### config.mk
export PLATFORM = sky130hd
export DESIGN_NAME = pkpc_port_k
export DESIGN_NICKNAME = d
export VERILOG_FILES = /design/src/rtl/pkpc_pkg.sv /design/src/rtl/pkpc_reg_if.sv /design/src/rtl/pkpc_axil_slave.sv /design/src/rtl/pkpc_port_k.sv
export VERILOG_INCLUDE_DIRS = /design/src /design/src/rtl
export SDC_FILE = /design/constraint.sdc
export NUM_CORES = 1
export LEC_CHECK = 0
export ABC_AREA = 0
export BUFFER_PORTS_ARGS = -buffer_cell sky130_fd_sc_hd__buf_2
export CAP_MARGIN = 25
export CELL_PAD_IN_SITES_DETAIL_PLACEMENT = 1
export CELL_PAD_IN_SITES_GLOBAL_PLACEMENT = 1
export CORE_MARGIN = 1.5
export CORE_UTILIZATION = 24
export DETAILED_ROUTE_END_ITERATION = 16
export HOLD_SLACK_MARGIN = 0.1
export PLACE_DENSITY_LB_ADDON = 0.1
export SYNTH_ARGS = -nofsm -noshare
export SYNTH_HDL_FRONTEND = slang
export SYNTH_SLANG_ARGS = --single-unit
### constraint.sdc
create_clock -name aclk -period 1.95 [get_ports aclk]
set_clock_uncertainty 0.1 [all_clocks]
set_input_delay 0.0975 -clock aclk [delete_from_list [all_inputs] [get_ports aclk]]
set_output_delay 0.0975 -clock aclk [all_outputs]
set_load 0.02 [all_outputs]
### src/rtl/pkpc_map.svh
/*
 Register offsets, field masks and bus codes of the port K pin configuration block.
 Assumes inclusion by bare name from the rtl folder.
*/
`ifndef PKPC_MAP_SVH
`define PKPC_MAP_SVH

// ****************************************
// Register byte offsets
// ****************************************
`define PKPC_AW          8
`define PKPC_OFS_FSEL2   8'h0C
`define PKPC_OFS_PUP     8'h2C
`define PKPC_OFS_IE      8'h38

// ****************************************
// Implemented bits and reset values
// ****************************************
`define PKPC_FSEL2_MASK  32'h0000_0002
`define PKPC_PUP_MASK    32'h0000_0006
`define PKPC_IE_MASK     32'h0000_0007
`define PKPC_RST_VAL     32'h0000_0000
`define PKPC_ALARM_BIT   1

// ****************************************
// Response codes
// ****************************************
`define PKPC_RESP_OKAY   2'h0
`define PKPC_RESP_SLVERR 2'h2

`endif

### src/rtl/pkpc_pkg.sv
/*
 Types shared by the port K pin configuration files.
 Assumes nothing of its surroundings.
*/
package pkpc_pkg;
   typedef logic [31:0] pkpc_word_t;   // Bus data word
   typedef logic [7:0]  pkpc_addr_t;   // Byte address
   typedef logic [2:0]  pkpc_pins_t;   // One bit per pin
   typedef logic [1:0]  pkpc_resp_t;   // Bus response code
endpackage : pkpc_pkg

### src/rtl/pkpc_reg_if.sv
/*
 Register access carrier between bus slave and register file.
 Assumes one clock; strobes are single-cycle.
*/
`timescale 1ns/1ps
`default_nettype none
interface pkpc_reg_if;
   import pkpc_pkg::*;
   logic       wr_stb;   // Write one word now
   pkpc_addr_t wr_addr;  // Write address
   pkpc_word_t wr_data;  // Write data
   logic [3:0] wr_strb;  // Write byte lanes
   logic       wr_err;   // Write address unmapped
   logic       rd_stb;   // Read one word now
   pkpc_addr_t rd_addr;  // Read address
   pkpc_word_t rd_data;  // Read data, same cycle
   logic       rd_err;   // Read address unmapped
   modport bus  (output wr_stb, wr_addr, wr_data, wr_strb, rd_stb, rd_addr,
                 input wr_err, rd_data, rd_err);
   modport regs (input wr_stb, wr_addr, wr_data, wr_strb, rd_stb, rd_addr,
                 output wr_err, rd_data, rd_err);
endinterface : pkpc_reg_if
`default_nettype wire

### src/rtl/pkpc_axil_slave.sv
/*
 AXI4-Lite slave front end: takes address and data in any order, one write
 and one read at a time, and passes single-cycle strobes to the registers.
 Assumes the register side answers combinationally in the strobe cycle.
*/
`timescale 1ns/1ps
`default_nettype none
`include "pkpc_map.svh"
module pkpc_axil_slave (
   input  wire logic                aclk,
   input  wire logic                aresetn,
   input  wire pkpc_pkg::pkpc_addr_t awaddr,
   input  wire logic                awvalid,
   output logic                     awready,
   input  wire pkpc_pkg::pkpc_word_t wdata,
   input  wire logic [3:0]          wstrb,
   input  wire logic                wvalid,
   output logic                     wready,
   output pkpc_pkg::pkpc_resp_t     bresp,
   output logic                     bvalid,
   input  wire logic                bready,
   input  wire pkpc_pkg::pkpc_addr_t araddr,
   input  wire logic                arvalid,
   output logic                     arready,
   output pkpc_pkg::pkpc_word_t     rdata,
   output pkpc_pkg::pkpc_resp_t     rresp,
   output logic                     rvalid,
   input  wire logic                rready,
   pkpc_reg_if.bus                  rif
);
   import pkpc_pkg::*;

   // ****************************************
   // Holding registers
   // ****************************************
   logic       aw_full_r;  // Write address held
   logic       w_full_r;   // Write data held
   pkpc_addr_t awaddr_r;   // Held address
   pkpc_word_t wdata_r;    // Held data
   logic [3:0] wstrb_r;    // Held lanes
   logic       bvalid_r;   // Write answer pending
   pkpc_resp_t bresp_r;    // Write answer code
   logic       rvalid_r;   // Read answer pending
   pkpc_resp_t rresp_r;    // Read answer code
   pkpc_word_t rdata_r;    // Read answer data

   // Handshake terms
   wire aw_take = awvalid & awready;
   wire w_take  = wvalid & wready;
   wire do_wr   = aw_full_r & w_full_r & ~bvalid_r;
   wire do_rd   = arvalid & arready;

   assign awready = ~aw_full_r;
   assign wready  = ~w_full_r;
   assign arready = ~rvalid_r;
   assign bvalid  = bvalid_r;
   assign bresp   = bresp_r;
   assign rvalid  = rvalid_r;
   assign rresp   = rresp_r;
   assign rdata   = rdata_r;

   // Strobes toward the register file
   assign rif.wr_stb  = do_wr;
   assign rif.wr_addr = awaddr_r;
   assign rif.wr_data = wdata_r;
   assign rif.wr_strb = wstrb_r;
   assign rif.rd_stb  = do_rd;
   assign rif.rd_addr = araddr;

   // Write address and data capture
   always_ff @(posedge aclk) begin
      if (!aresetn) begin
         aw_full_r <= 1'b0;
         w_full_r  <= 1'b0;
      end else begin
         aw_full_r <= do_wr ? 1'b0 : (aw_full_r | aw_take);
         w_full_r  <= do_wr ? 1'b0 : (w_full_r | w_take);
      end
      if (aw_take) awaddr_r <= awaddr;
      if (w_take) begin
         wdata_r <= wdata;
         wstrb_r <= wstrb;
      end
   end

   // Write answer
   always_ff @(posedge aclk) begin
      if (!aresetn) begin
         bvalid_r <= 1'b0;
         bresp_r  <= `PKPC_RESP_OKAY;
      end else if (do_wr) begin
         bvalid_r <= 1'b1;
         bresp_r  <= rif.wr_err ? `PKPC_RESP_SLVERR : `PKPC_RESP_OKAY;
      end else if (bready) begin
         bvalid_r <= 1'b0;
      end
   end

   // Read answer, data registered
   always_ff @(posedge aclk) begin
      if (!aresetn) begin
         rvalid_r <= 1'b0;
         rresp_r  <= `PKPC_RESP_OKAY;
         rdata_r  <= `PKPC_RST_VAL;
      end else if (do_rd) begin
         rvalid_r <= 1'b1;
         rresp_r  <= rif.rd_err ? `PKPC_RESP_SLVERR : `PKPC_RESP_OKAY;
         rdata_r  <= rif.rd_data;
      end else if (rready) begin
         rvalid_r <= 1'b0;
      end
   end
endmodule : pkpc_axil_slave
`default_nettype wire

### src/rtl/pkpc_port_k.sv
/*
 Port K pin configuration: second function select, pull-up enables for pins 2-1, input
 enables for three pins, reset forcing and the pin multiplexers.
 Assumes data, output-enable and first function bits come from elsewhere.
*/
// Summary of operation
// Bit 1 selects alarm output on pin 1
// Bits 2-1 enable pin pull-ups
// Bits 2-0 enable pin input buffers
// Reset-forced pull-ups are off during reset
// Reset-independent features follow their register in reset
// Boot-strap pin input stays enabled in reset
// Peripheral enable decides drive in function mode
// Registers at 0x0C, 0x2C and 0x38
// Unused bits ignore writes, read zero
`timescale 1ns/1ps
`default_nettype none
`include "pkpc_map.svh"
module pkpc_port_k #(
   parameter pkpc_pkg::pkpc_pins_t PUP_NOR_MASK  = 3'h0, // Pull-ups kept in reset
   parameter pkpc_pkg::pkpc_pins_t BOOT_PIN_MASK = 3'h0  // Boot-strap pins
) (
   input  wire logic                 aclk,
   input  wire logic                 aresetn,
   // Register bus
   input  wire pkpc_pkg::pkpc_addr_t awaddr,
   input  wire logic                 awvalid,
   output logic                      awready,
   input  wire pkpc_pkg::pkpc_word_t wdata,
   input  wire logic [3:0]           wstrb,
   input  wire logic                 wvalid,
   output logic                      wready,
   output pkpc_pkg::pkpc_resp_t      bresp,
   output logic                      bvalid,
   input  wire logic                 bready,
   input  wire pkpc_pkg::pkpc_addr_t araddr,
   input  wire logic                 arvalid,
   output logic                      arready,
   output pkpc_pkg::pkpc_word_t      rdata,
   output pkpc_pkg::pkpc_resp_t      rresp,
   output logic                      rvalid,
   input  wire logic                 rready,
   // Port settings kept elsewhere
   input  wire pkpc_pkg::pkpc_pins_t port_data,
   input  wire pkpc_pkg::pkpc_pins_t port_oe,
   input  wire pkpc_pkg::pkpc_pins_t fsel1,
   // Peripheral side
   input  wire logic                 timer_out,
   input  wire logic                 clk_out,
   input  wire logic                 alarm_output,
   input  wire logic                 cec_out,
   input  wire logic                 cec_out_en,
   output logic                      cec_in,
   output pkpc_pkg::pkpc_pins_t      pin_in,
   output logic                      pin1_alarm_select,
   // Pads
   input  wire pkpc_pkg::pkpc_pins_t pad_in,
   output pkpc_pkg::pkpc_pins_t      pad_out,
   output pkpc_pkg::pkpc_pins_t      pad_drive_n,
   output pkpc_pkg::pkpc_pins_t      pad_pullup,
   output pkpc_pkg::pkpc_pins_t      pad_input_en
);
   import pkpc_pkg::*;

   // ****************************************
   // Address decode
   // ****************************************

   // One-hot select: bit 0 function two, 1 pull-up, 2 input
   function automatic pkpc_pins_t reg_sel(input pkpc_addr_t a);
      pkpc_pins_t s;
      s    = 3'h0;
      s[0] = ({a[7:2], 2'h0} == `PKPC_OFS_FSEL2);
      s[1] = ({a[7:2], 2'h0} == `PKPC_OFS_PUP);
      s[2] = ({a[7:2], 2'h0} == `PKPC_OFS_IE);
      return s;
   endfunction : reg_sel

   pkpc_reg_if rif ();          // Slave to register carrier

   // Bus front end
   pkpc_axil_slave u_slave (
      .aclk    (aclk),
      .aresetn (aresetn),
      .awaddr  (awaddr),
      .awvalid (awvalid),
      .awready (awready),
      .wdata   (wdata),
      .wstrb   (wstrb),
      .wvalid  (wvalid),
      .wready  (wready),
      .bresp   (bresp),
      .bvalid  (bvalid),
      .bready  (bready),
      .araddr  (araddr),
      .arvalid (arvalid),
      .arready (arready),
      .rdata   (rdata),
      .rresp   (rresp),
      .rvalid  (rvalid),
      .rready  (rready),
      .rif     (rif)
   );

   // ****************************************
   // Register file
   // ****************************************
   pkpc_word_t fsel2_r, fsel2_nxt;  // Second function select
   pkpc_word_t pup_r,   pup_nxt;    // Pull-up enables
   pkpc_word_t ie_r,    ie_nxt;     // Input enables

   wire pkpc_pins_t wsel   = reg_sel(rif.wr_addr);  // Write target
   wire pkpc_pins_t rsel   = reg_sel(rif.rd_addr);  // Read target
   wire             lane0  = rif.wr_stb & rif.wr_strb[0]; // Low byte written

   // Masked next values; unused bits never stored
   assign fsel2_nxt = (lane0 & wsel[0]) ? (rif.wr_data & `PKPC_FSEL2_MASK) : fsel2_r;
   assign pup_nxt   = (lane0 & wsel[1]) ? (rif.wr_data & `PKPC_PUP_MASK) : pup_r;
   assign ie_nxt    = (lane0 & wsel[2]) ? (rif.wr_data & `PKPC_IE_MASK) : ie_r;

   // Unmapped addresses answered with an error
   assign rif.wr_err = (wsel == 3'h0);
   assign rif.rd_err = (rsel == 3'h0);

   // Read multiplexer
   assign rif.rd_data = ({32{rsel[0]}} & fsel2_r) |
                        ({32{rsel[1]}} & pup_r) |
                        ({32{rsel[2]}} & ie_r);

   // Register update, all cleared by reset
   always_ff @(posedge aclk) begin
      if (!aresetn) begin
         fsel2_r <= `PKPC_RST_VAL;
         pup_r   <= `PKPC_RST_VAL;
         ie_r    <= `PKPC_RST_VAL;
      end else begin
         fsel2_r <= fsel2_nxt;
         pup_r   <= pup_nxt;
         ie_r    <= ie_nxt;
      end
   end

   // ****************************************
   // Pin control
   // ****************************************
   wire        in_reset  = ~aresetn;                       // Reset level
   wire        alarm_sel = fsel2_r[`PKPC_ALARM_BIT];       // Pin 1 to alarm
   wire pkpc_pins_t pup_en = pup_r[2:0];                   // Pull-up bits
   wire pkpc_pins_t ie_en  = ie_r[2:0];                    // Input bits

   assign pin1_alarm_select = alarm_sel;

   // Pull-ups: forced off in reset unless marked independent
   assign pad_pullup = pup_en & (PUP_NOR_MASK | {3{aresetn}});

   // Input buffers: boot pins forced on in reset
   assign pad_input_en = ie_en | (BOOT_PIN_MASK & {3{in_reset}});

   // Gated input data
   assign pin_in = pad_in & pad_input_en;
   assign cec_in = pin_in[0];

   // Pin 2: timer output or port data
   assign pad_out[2]     = fsel1[2] ? timer_out : port_data[2];
   assign pad_drive_n[2] = ~port_oe[2];

   // Pin 1: alarm wins over clock output, then port data
   assign pad_out[1]     = alarm_sel ? alarm_output :
                           (fsel1[1] ? clk_out : port_data[1]);
   assign pad_drive_n[1] = ~port_oe[1];

   // Pin 0: open drain, only ever pulls low
   wire cec_pull  = cec_out_en & ~cec_out;   // Peripheral pulls line
   wire port_pull = port_oe[0] & ~port_data[0];
   assign pad_out[0]     = 1'b0;
   assign pad_drive_n[0] = fsel1[0] ? ~cec_pull : ~port_pull;

   // ****************************************
   // Assertions
   // ****************************************

   // Reset seen at the previous edge; keeps the independent pull-up check off the first edge,
   // where the registers have not yet been cleared
   logic rst_seen_r;  // Delayed reset level
   always_ff @(posedge aclk) begin
      rst_seen_r <= in_reset;
   end

   // Unused bits of the function select and pull-up registers stay zero
   a_fsel_unused: assert property (@(posedge aclk) disable iff (!aresetn)
      (fsel2_r & ~`PKPC_FSEL2_MASK) == `PKPC_RST_VAL)
      else $error("function select unused bit set");

   a_pup_unused: assert property (@(posedge aclk) disable iff (!aresetn)
      (pup_r & ~`PKPC_PUP_MASK) == `PKPC_RST_VAL)
      else $error("pull-up unused bit set");

   // Pull-up write lands one cycle later
   a_pup_write: assert property (@(posedge aclk) disable iff (!aresetn)
      (lane0 && wsel[1]) |=> pup_r == ($past(rif.wr_data) & `PKPC_PUP_MASK))
      else $error("pull-up write not stored");

   // Input enable readback matches register
   a_ie_read: assert property (@(posedge aclk) disable iff (!aresetn)
      (rif.rd_stb && rsel[2]) |=> rdata == $past(ie_r) && rvalid)
      else $error("input enable readback wrong");

   // Disabled pin 1 input reads zero
   a_ie_gate: assert property (@(posedge aclk) disable iff (!aresetn)
      !ie_r[1] |-> !pin_in[1])
      else $error("disabled input passes data");

   // Forced pull-ups off while in reset
   a_pup_forced: assert property (@(posedge aclk)
      !aresetn |-> (pad_pullup & ~PUP_NOR_MASK) == 3'h0)
      else $error("pull-up active in reset");

   // Independent pull-ups follow register in reset
   a_pup_indep: assert property (@(posedge aclk)
      (!aresetn && rst_seen_r) |-> (pad_pullup & PUP_NOR_MASK) == (pup_en & PUP_NOR_MASK))
      else $error("independent pull-up changed by reset");

   // Boot pin input on during reset
   a_boot_in: assert property (@(posedge aclk)
      !aresetn |-> (pad_input_en & BOOT_PIN_MASK) == BOOT_PIN_MASK)
      else $error("boot input disabled in reset");

   // Alarm routed to pin 1 after select write
   a_alarm_route: assert property (@(posedge aclk) disable iff (!aresetn)
      (lane0 && wsel[0] && rif.wr_data[`PKPC_ALARM_BIT]) |=> pad_out[1] == alarm_output)
      else $error("alarm not routed to pin 1");

   // Peripheral enable owns pin 0 in function mode
   a_cec_drive: assert property (@(posedge aclk) disable iff (!aresetn)
      fsel1[0] |-> pad_drive_n[0] == !(cec_out_en && !cec_out))
      else $error("pin 0 drive not from peripheral");

   // Unmapped write answered with error
   a_unmapped_wr: assert property (@(posedge aclk) disable iff (!aresetn)
      (rif.wr_stb && wsel == 3'h0) |=> bvalid && bresp == `PKPC_RESP_SLVERR)
      else $error("unmapped write not refused");

   // Input enable unused bits stay zero
   a_ie_unused: assert property (@(posedge aclk) disable iff (!aresetn)
      (ie_r & ~`PKPC_IE_MASK) == `PKPC_RST_VAL)
      else $error("input enable unused bit set");

   // Function select write lands one cycle later
   a_fsel_write: assert property (@(posedge aclk) disable iff (!aresetn)
      (lane0 && wsel[0]) |=> fsel2_r == ($past(rif.wr_data) & `PKPC_FSEL2_MASK))
      else $error("function select write not stored");

   // Input enable write lands one cycle later
   a_ie_write: assert property (@(posedge aclk) disable iff (!aresetn)
      (lane0 && wsel[2]) |=> ie_r == ($past(rif.wr_data) & `PKPC_IE_MASK))
      else $error("input enable write not stored");

   // Write without the low lane changes nothing
   a_lane_skip: assert property (@(posedge aclk) disable iff (!aresetn)
      (rif.wr_stb && !rif.wr_strb[0]) |=> $stable(fsel2_r) && $stable(pup_r) && $stable(ie_r))
      else $error("write without low lane changed a register");

   // Unmapped read answered with error and zero
   a_unmapped_rd: assert property (@(posedge aclk) disable iff (!aresetn)
      (rif.rd_stb && rsel == 3'h0) |=> rvalid && rresp == `PKPC_RESP_SLVERR && rdata == `PKPC_RST_VAL)
      else $error("unmapped read not refused");

   // Function select readback matches register
   a_fsel_read: assert property (@(posedge aclk) disable iff (!aresetn)
      (rif.rd_stb && rsel[0]) |=> rdata == $past(fsel2_r) && rvalid)
      else $error("function select readback wrong");

   // Pull-up readback matches register
   a_pup_read: assert property (@(posedge aclk) disable iff (!aresetn)
      (rif.rd_stb && rsel[1]) |=> rdata == $past(pup_r) && rvalid)
      else $error("pull-up readback wrong");

   // Alarm owns pin 1 whenever selected
   a_alarm_prio: assert property (@(posedge aclk) disable iff (!aresetn)
      alarm_sel |-> pad_out[1] == alarm_output)
      else $error("alarm does not own pin 1");

   // Out of reset pull-ups follow their bits
   a_pup_follow: assert property (@(posedge aclk) disable iff (!aresetn)
      pad_pullup == pup_en)
      else $error("pull-up differs from register");

   // Out of reset input buffers follow their bits
   a_ie_follow: assert property (@(posedge aclk) disable iff (!aresetn)
      pad_input_en == ie_en)
      else $error("input enable differs from register");

   // Main scenarios
   c_mid_reset: cover property (@(posedge aclk)
      aresetn ##1 !aresetn);
   c_alarm_on: cover property (@(posedge aclk) disable iff (!aresetn)
      alarm_sel && fsel1[1]);
   c_pup_write: cover property (@(posedge aclk) disable iff (!aresetn)
      lane0 && wsel[1] ##1 pad_pullup != 3'h0);
   c_read_ie: cover property (@(posedge aclk) disable iff (!aresetn)
      rif.rd_stb && rsel[2] ##1 rvalid);
   c_cec_pull: cover property (@(posedge aclk) disable iff (!aresetn)
      fsel1[0] && !pad_drive_n[0]);
endmodule : pkpc_port_k
`default_nettype wire

After elaboration in Yosys (flattened, before gate mapping)
Index checks and enable logic that the tools add are counted.

cells by class
  equal/unequal tests = 6
  mux-type cells = 10
  bitwise logic cells = 31
  reductions and logical operators = 5

operator list
  cell                                            count
  AND 32 x 3 -> 32 bit                            2
  bitwise OR 32 bit                               2
  AND 32 x 2 -> 32 bit                            1
  == test 6 x 4 -> 1 bit (second input constant)  4
  == test 6 x 2 -> 1 bit (second input constant)  2
  AND 1 bit                                       11
  NOT 1 bit                                       11
  2-to-1 mux 1 bit                                8
  AND 3 bit                                       2
  logical NOT 3 bit                               2
  2-to-1 mux 2 bit                                2
  nonzero test 2 bit                              2
  bitwise OR 1 bit                                2
  OR reduction 2 bit                              1

word-level totals
  register bits after elaboration = 58
  bits of input ports = 76
  output and inout port bits = 58
  logic and storage cells = 65

Logic depth before layout (Yosys ltp)
Gate-level depths: netlist (run 1).

  depth in word-level cells = 4
  depth in mapped cells = 4
  gate-level depth less buffers = 3

Hierarchy
A second synthesis (run 1) with hierarchy kept.

unflattened totals
  cell total of the unflattened synthesis = 283
  area total of the unflattened synthesis = 3568.4 um2

by module, submodules not included
  module           times used  cells an instance  area an instance (um2)  sequential area each (um2)
  pkpc_axil_slave  1           223                3066.7                  2082.0
  pkpc_port_k      1           60                 501.7                   120.1

Least setup slack after synthesis (run 1)
Ideal clock, no wire load.

  path type = reg-to-reg
  start = reg u_slave.awaddr_r[7], in the netlist u_slave.rif.wr_addr[7]
  end = reg pup_r[1]
  library setup time = 0.119 ns
  data arrival time = 1.402 ns
  required time = 1.731 ns
  slack = 0.328 ns
  stages on the path, launching flop included = 4
  buffers on the path = 0
  clock period less this slack = 1.622 ns
  cells stage by stage = edfxtp_1 or3b_4 or4_4 mux2i_1

on the way
  cells in the longest elaborated chain, start to end = 2

ends and longest elaborated chain
  what                                     line                   text
  from (decl)                              pkpc_axil_slave.sv:38  pkpc_addr_t awaddr_r;
  from (signal assigned)                   pkpc_axil_slave.sv:79  if (aw_take) awaddr_r <= awaddr;
  == test 6 x 4 -> 1 bit (no source line)  n/a
  AND 1 bit                                pkpc_port_k.sv:118     assign pup_nxt = (lane0 & wsel[1]) ? (rif.wr_data & `PKPC_PUP_MASK) : pup_r;
  to (signal assigned)                     pkpc_port_k.sv:134     pup_r <= `PKPC_RST_VAL;
  to (signal assigned)                     pkpc_port_k.sv:138     pup_r <= pup_nxt;
  to (decl)                                pkpc_port_k.sv:109     pkpc_word_t pup_r, pup_nxt;

No other way between the ends.
A chain may end at the register's enable or synchronous reset.

Worst setup path in the final report (run 1)
  start = in arvalid
  end = reg u_slave.rdata_r[0], in the netlist u_slave.rdata[0]

on the way
  cells in the longest elaborated chain, start to end = 1

ends and longest elaborated chain
  what                  line                    text
  from (decl)           pkpc_port_k.sv:37       input wire logic arvalid,
  AND 1 bit             pkpc_axil_slave.sv:51   wire do_rd = arvalid & arready;
  to (signal assigned)  pkpc_axil_slave.sv:104  rdata_r <= `PKPC_RST_VAL;
  to (signal assigned)  pkpc_axil_slave.sv:108  rdata_r <= rif.rd_data;
  to (decl)             pkpc_axil_slave.sv:45   pkpc_word_t rdata_r;

No other way between the ends.

==> metrics.txt, run 1 <==
Synth async-reset ratio=0%; hold endpoint=u_slave.rdata[2]; leakage=0.923 nW; CTS tree=yes; critical path peak fanout=7; Post-CTS Setup Bufs=0; P per Cell Area=597 mW/mm^2; Reg2Reg Launch Point=u_slave.rif.wr_addr[7]; die height=78.2 um; Synth cell types=34; Synth area leaders=dfxtp_1 (22%), edfxtp_1 (22%), buf_4 (19%); sequential cell area fraction in the yosys report=44.2%; Crit. End Element=flop; pre-CTS worst setup slack=0.255 ns; drt total wl=3260 um; Layout area overhead=37.8%; core area=0.00547 mm^2; Min-Delay Path Depth=4; Syn Inst Count=142; initial DRC count=12; buffers added on ports=64; io pins=134; Die X=78.2 um; Critical Path Start Type=input port; CP dominant cell by count=dlygate4sd3_1; DRC=0; area leader, netlist=dfxtp_1; CTS sink cnt=25; Worst-Margin Slew=0.667 ns; Overflow after GRT=0; most frequent cell after synthesis=buf_4; Num CTS Buffers=3; Main synth FF type=dfxtp_1; max_cap viols=0; cell family with the largest share of critical-path delay=buffers and inverters; peak per-stage delay on the critical path=0.59 ns; Final min period=1.77 ns; Worst EP arrival=1.88 ns; clock slew at reported path FFs=0.09 ns; worst path cell trace=dlygate4sd3_1 > buf_2 > nor2b_2 > nand4_1 > dlygate4sd3_1 > a21oi_1; worst setup margin=0.180 ns; syn_area_per_cell=9.57 um^2; RSZ-0062 raised after global routing=no; initial core utilization=24.8%; Post-synth EDFFs=10; wire per inst=10.9 um; Routed Antenna Nets=0; Bufs and invs on worst path=3; first-pass GRT wire length=5150 um; VDD IR max=0.369 mV; Hold Path Class=input port to flop; crit path kind=input port to flop; status=finished clean; # diodes=0; post-route setup TNS=0 ns; Final #Nets=303; DR pass1 iterations=2; largest net degree at the start of global routing=20; Yosys reg bits=25; Fmax achieved=565 MHz; Slew headroom=54.9%; crit path max-delay cell type=dlygate4sd3_1; Setup-failing EPs final=0; final cycle utilization of the critical path=90.8%; final-report max-slew violation count=0; Max Buffers Root-to-Sink=2; root buf cell=clkbuf_8; Commonest cells post-synth=buf_4 (34), dfxtp_1 (15), nand2_1 (15); H-tree lvl count=1; DR vias/cell=3.92; std cell rows=27; Yosys warning total=0; global placement routability congestion=0.716; hpwl dp=2590 um; Synth top area share=22.1%; initial antenna violation count=0; gr usage total=10.5%; reg-to-reg endpoint=pup_r[1]; total number of vias=1,168; hold violation count in the final report=0; share of cells above drive strength 1=32.7%; Worst-Skew Late Latency=0.27 ns; reg-to-reg setup timing slack=0.26 ns; vias in the first global route=1,177; R2R cell count=3; Synth Cell Area=0.00136 mm^2; hold wc startpoint=araddr[7]; die area=0.00612 mm^2; CP Data Required Time=2.06 ns
-- per-stage QoR --
step	instance area [um^2]	total power, mW	cells	hold slack [ns]	util (%)
floorplan	1480	0.772	174	0.0964	-
global placement	1630	0.788	275	0.174	29.9
detailed placement	1630	0.795	275	0.176	29.9
CTS	1870	1.14	298	0.102	34.2
global route	1870	1.18	298	0.135	34.2
finish	1870	1.12	298	0.119	34.2
-- how the worst max path moves through the flow --
stage,from,endpoint,slack (ns),depth (start not counted)
floorplan,u_slave.rif.wr_addr[7],pup_r[1],0.33,3
global placement,u_slave.rif.wr_addr[7],pup_r[2],0.28,3
detailed placement,u_slave.rif.wr_addr[7],pup_r[1],0.25,3
CTS,arvalid,u_slave.rdata[0],0.08,6
global route,arvalid,u_slave.rdata[0],0.09,6
finish,arvalid,u_slave.rdata[0],0.18,6
-- cell families after synthesis --
| family | Yosys count | share of synthesized area [%] |
|---|---|---|
| buf+inv | 46 | 22.1 |
| mux | 9 | 6.72 |
| other cells | 1 | 0.276 |
| simple gates | 50 | 21.2 |
| flops | 25 | 44.2 |
| compound gates | 11 | 5.53 |
-- timing repair --
item                                    CTS  global route
hold buffers                             19             0
resized for setup                         0             1
hold endpoints to repair                 17             0
endpoints found under the setup margin    0             1
-- sequential cells by signal, summed over array words and instances, names as in the netlist --
register	count
u_slave.rdata	3
u_slave.bresp	1
u_slave.w_full_r	1
u_slave.bvalid	1
u_slave.rif.wr_data	3
ie_r	3
u_slave.rif.wr_strb	1
pup_r	2
u_slave.rvalid	1
fsel2_r	1
u_slave.rif.wr_addr	6
u_slave.rresp	1
u_slave.aw_full_r	1
-- tightest hold or removal path, cell delays in order --
cell and delay [ns]:
buf_2 0.08, nor4bb_1 0.08, nand3_1 0.10, a31oi_1 0.08
-- layout by cell type (no fill, tap or decap), types with 3 or more instances in the layout --
cell            n
nand3b_1        3
mux2i_1         8
inv_1          10
nand2_1        15
clkbuf_8        3
conb_1         33
dfxtp_1        15
nor2b_1         3
dlygate4sd3_1  19
and2_1          4
buf_2          64
edfxtp_1       10
nor2_1          6
nand2b_1        5
-- layer usage --
| metal | track usage [%] | wire length (um) | vias to the layer above |
|---|---|---|---|
| met2 | 20.8 | 1750 | 51 |
| met5 | 0 | 0 | - |
| met1 | 10.7 | 1240 | 542 |
| met4 | 2.14 | 8 | 0 |
| li1 | - | - | 573 |
| met3 | 3.37 | 258 | 2 |
-- power by group --
part | leakage [nW] | total, mW | internal, mW | switching (mW)
Combinational | 0.683 | 0.228 | 0.0867 | 0.141
Sequential | 0.218 | 0.582 | 0.569 | 0.0130
Clock | 0.0228 | 0.308 | 0.146 | 0.162
Total | 0.923 | 1.12 | 0.802 | 0.316
-- area by class of cell --
type,instances,area (um^2)
clock buffers,4,45.0
fillers,684,3600
inverters,10,37.5
multi-input cells,103,581
flip-flops and latches,25,601
well taps,72,90.1
repair buffers,84,518
Power figures use the tool's default switching activity.
==> inputs of run 2 (changes only) <==
--- a/config.mk
+++ b/config.mk
@@ -15,6 +15,7 @@
 export CORE_UTILIZATION = 24
 export DETAILED_ROUTE_END_ITERATION = 16
 export HOLD_SLACK_MARGIN = 0.1
+export MAX_ROUTING_LAYER = met4
 export PLACE_DENSITY_LB_ADDON = 0.1
 export SYNTH_ARGS = -nofsm -noshare
 export SYNTH_HDL_FRONTEND = slang
==> run 2 against run 1 <==
Cell area is the same. Final cell count unchanged. Core utilization stayed put. Critical path type unchanged. Critical endpoint unchanged. Highest routed layer unchanged.
==> metrics.txt, run 2 (synthesized netlist as in run 1, its figures left out) <==
status=finished clean; DR pass1 iterations=2; VDD IR max=0.369 mV; Final min period=1.77 ns; H-tree lvl count=1; Finished Core Util=34.2%; DRC=0; die area=0.00612 mm^2; Largest register FFs=6; initial antenna violation count=0; critical path peak fanout=7; Overflow after GRT=0; Worst Setup SP=arvalid; peak per-stage delay on the critical path=0.59 ns; pre-CTS worst setup slack=0.255 ns; Final #Nets=303; WL met3=253 um; RSZ-0062 raised after global routing=no; WL met2=1750 um; wire per inst=10.9 um; initial DRC count=12; gr usage total=10.8%; CP Data Required Time=2.05 ns; Hold Path Class=input port to flop; core area=0.00547 mm^2; worst setup margin=0.178 ns; Worst EP arrival=1.88 ns; Slew headroom=54.9%; CTS sink cnt=25; Fmax achieved=564 MHz; max_cap viols=0; first-pass GRT wire length=5150 um; std cell rows=27; fin area=0.00187 mm^2; final-report max-slew violation count=0; hpwl dp=2590 um; hold wc startpoint=araddr[7]; Worst-Skew Late Latency=0.27 ns; Max Buffers Root-to-Sink=2; Die X=78.2 um; worst path cell trace=dlygate4sd3_1 > buf_2 > nor2b_2 > nand4_1 > dlygate4sd3_1 > a21oi_1; P per Cell Area=596 mW/mm^2; io pins=134; cell family with the largest share of critical-path delay=buffers and inverters; largest net degree at the start of global routing=20; post-route setup TNS=0 ns; crit path kind=input port to flop; top routing layer used=met4; most common cell after layout, fill and taps aside=buf_2; Reg2Reg Launch Point=u_slave.rif.wr_addr[7]; clock slew at reported path FFs=0.09 ns; Num CTS Buffers=3; Bufs and invs on worst path=3; initial core utilization=24.8%; crit path max-delay cell type=dlygate4sd3_1; CTS tree=yes; total number of vias=1,169; buffers added on ports=64; wl on met1=1240 um; root buf cell=clkbuf_8; CP dominant cell by count=dlygate4sd3_1; Setup-failing EPs final=0; share of cells above drive strength 1=32.7%; leakage=0.923 nW; Critical Path Start Type=input port; hold violation count in the final report=0; final cycle utilization of the critical path=90.9%; Layout area overhead=37.8%; vias in the first global route=1,177; Crit. End Element=flop; # diodes=0; global placement routability congestion=0.724; placed cell areas=0.00163 mm^2; Power Total=1.12 mW; drt total wl=3250 um; Worst-Margin Slew=0.667 ns; most frequent cells in the layout=buf_2 (64), conb_1 (33), dlygate4sd3_1 (19); die height=78.2 um; Routed Antenna Nets=0; DR vias/cell=3.92
## run 2: cell counts in the layout (fill, tap and decap cells not counted)
No cell type changed its count.
## run 2: where the power goes
group	leakage, nW	switching, mW	internal [mW]
clock	0.0228	0.160	0.146
sequential	0.218	0.0130	0.569
combinational	0.683	0.141	0.0867
## run 2: per-layer routing
metal	global-route usage [%]	vias to the layer above
met5	-	-
met4	2.14	0
met3	3.37	2
met2	20.8	51
met1	10.7	543
li1	-	573
## run 2: path summary, 6_finish.rpt
kind	end	slack [ns]	depth (start not counted)
worst max register to register	pup_r[1]	0.26	3
worst max-delay path	u_slave.rdata[0]	0.18	6
worst min-delay path	u_slave.rdata[2]	0.12	4
worst min register to register	u_slave.bresp[1]	0.38	2
## run 2: tightest hold or removal path, delay by kind of cell
family	cells	cell delay, ns
buf+inv	1	0.08
compound gates	1	0.08
simple gates	2	0.18
## run 2: final cells by class
type / count / area, um^2
Fill cell: 684 / 3600
Sequential cell: 25 / 601
Multi-Input combinational cell: 103 / 581
Timing Repair Buffer: 84 / 518
Tap cell: 72 / 90.1
Clock buffer: 4 / 45.0
Inverter: 10 / 37.5
## run 2: through the flow
step                hold slack (ns)  std cells
floorplan                    0.0964        174
global placement              0.174        275
detailed placement            0.176        275
CTS                           0.102        298
global route                  0.135        298
finish                        0.122        298
## run 2: what timing repair did
| action | in CTS | in global routing |
|---|---|---|
| gates resized for setup | 0 | 1 |
| hold buffers | 19 | 0 |
| endpoints found under the hold margin | 17 | 0 |
| endpoints found under the setup margin | 0 | 1 |
| setup buffers | 0 | 0 |
==> inputs of run 3 (changes only) <==
--- a/config.mk
+++ b/config.mk
@@ -7,13 +7,13 @@
 export NUM_CORES = 1
 export LEC_CHECK = 0
 export ABC_AREA = 0
-export BUFFER_PORTS_ARGS = -buffer_cell sky130_fd_sc_hd__buf_2
 export CAP_MARGIN = 25
 export CELL_PAD_IN_SITES_DETAIL_PLACEMENT = 1
 export CELL_PAD_IN_SITES_GLOBAL_PLACEMENT = 1
 export CORE_MARGIN = 1.5
-export CORE_UTILIZATION = 24
+export CORE_UTILIZATION = 40
 export DETAILED_ROUTE_END_ITERATION = 16
+export DONT_BUFFER_PORTS = 1
 export HOLD_SLACK_MARGIN = 0.1
 export MAX_ROUTING_LAYER = met4
 export PLACE_DENSITY_LB_ADDON = 0.1
==> run 3 against run 2 <==
Global-route usage increased by 4.2 points. Critical endpoint is now u_slave.rdata[2]. Largest cell class unchanged. Core utilization increased by 15 points. Wire length decreased by 14%.
==> metrics.txt, run 3 (synthesized netlist as in run 1, its figures left out) <==
global route hottest layer=met2; std cell rows=20; cell family with the largest share of critical-path delay=buffers and inverters; # diodes=0; drt total wl=2810 um; max_cap viols=0; most common cell after layout, fill and taps aside=conb_1; final cycle utilization of the critical path=94.4%; Worst EP arrival=1.99 ns; met1 Use GR=16.6%; Layout area overhead=13.6%; CTS tree=yes; RSZ-0062 raised after global routing=no; initial DRC count=25; fin area=0.00154 mm^2; DR pass1 iterations=4; Routed Antenna Nets=0; Setup-failing EPs final=0; largest net degree at the start of global routing=20; peak per-stage delay on the critical path=0.64 ns; hold slack final=0.100 ns; io pins=134; Die X=61.3 um; Post-CTS Setup Bufs=0; die height=61.3 um; CP Data Required Time=2.10 ns; worst path cell trace=dlygate4sd3_1 > nor4bb_2 > dlygate4sd3_1 > nand3_1 > a31oi_1; Global Route met3 Usage=3.15%; clock slew at reported path FFs=0.13 ns; Worst-Margin Slew=0.671 ns; Max Buffers Root-to-Sink=2; placed cell areas=0.00127 mm^2; VDD IR max=0.300 mV; DR vias/cell=4.67; Num CTS Buffers=3; Worst-Skew Late Latency=0.32 ns; Bufs and invs on worst path=2; hold violation count in the final report=0; Critical Path Start Type=input port; crit path max-delay cell type=dlygate4sd3_1; Hold Path Class=input port to flop; gr usage total=15.0%; Final #Nets=243; Largest register FFs=6; final-report max-slew violation count=0; hpwl dp=2050 um; critical path peak fanout=3; DRC=0; post-route setup TNS=0 ns; core area=0.00313 mm^2; first-pass GRT wire length=3910 um; vias in the first global route=891; total number of vias=980; H-tree lvl count=1; buffers added on ports=0; initial core utilization=43.4%; Overflow after GRT=0; Fmax achieved=543 MHz; initial antenna violation count=0; leakage=0.662 nW; Final min period=1.84 ns; GRT met2 Usage=26.0%; CP dominant cell by count=dlygate4sd3_1; share of cells above drive strength 1=5.42%; P per Cell Area=642 mW/mm^2; global placement routability congestion=0.708; most frequent cells in the layout=conb_1 (33), dlygate4sd3_1 (24), nand2_1 (15), dfxtp_1 (15); status=finished clean; wire per inst=13.4 um; Slew headroom=55.1%; crit path kind=input port to flop; CTS sink cnt=25; root buf cell=clkbuf_4; Power Total=0.992 mW; die area=0.00376 mm^2; Crit. End Element=flop
[run 3: what timing repair did]
action	in CTS	in global routing
hold buffers	23	1
hold endpoints to repair	35	1
endpoints found under the setup margin	0	2
gates resized for setup	0	1
[run 3: tightest hold or removal path, delay by kind of cell]
kind               cells  cell delay [ns]
AOI/OAI and AO/OA      1             0.08
and+or+nand+nor        2             0.31
[run 3: worst paths after layout]
check | start | to | cells after the start | slack (ns)
min | araddr[4] | u_slave.rresp[1] | 3 | 0.10
max reg2reg | u_slave.rif.wr_addr[7] | ie_r[1] | 3 | 0.22
min reg2reg | pup_r[1] | pup_r[1] | 2 | 0.41
max | araddr[7] | u_slave.rdata[2] | 5 | 0.11
[run 3: area by class of cell]
class	count	area (um^2)
fillers	377	1580
multi-input cells	103	584
repair buffers	24	240
clock buffers	4	26.3
inverters	10	37.5
well taps	44	55.1
flip-flops and latches	25	601
[run 3: where the power goes]
part	switching [mW]	total [mW]	internal, mW	leakage, nW
Clock	0.146	0.227	0.0801	0.0150
Sequential	0.0237	0.593	0.569	0.218
Combinational	0.117	0.172	0.0555	0.430
[run 3: metrics by stage]
| stage | util, % | worst slack [ns] | instances |
|---|---|---|---|
| 6_report | 49.4 | 0.109 | 210 |
| 5_1_grt | 49.4 | 0.0146 | 210 |
| 4_1_cts | 48.8 | 0.0831 | 209 |
| 3_5_place_dp | 40.6 | 0.247 | 182 |
| 3_3_place_gp | 40.6 | 0.283 | 182 |
| 2_1_floorplan | - | 0.328 | 174 |
[run 3: layer usage]
layer	vias up	wire length, um
met5	-	0
met4	0	36
met3	5	262
met2	62	1450
met1	455	1060
li1	458	-
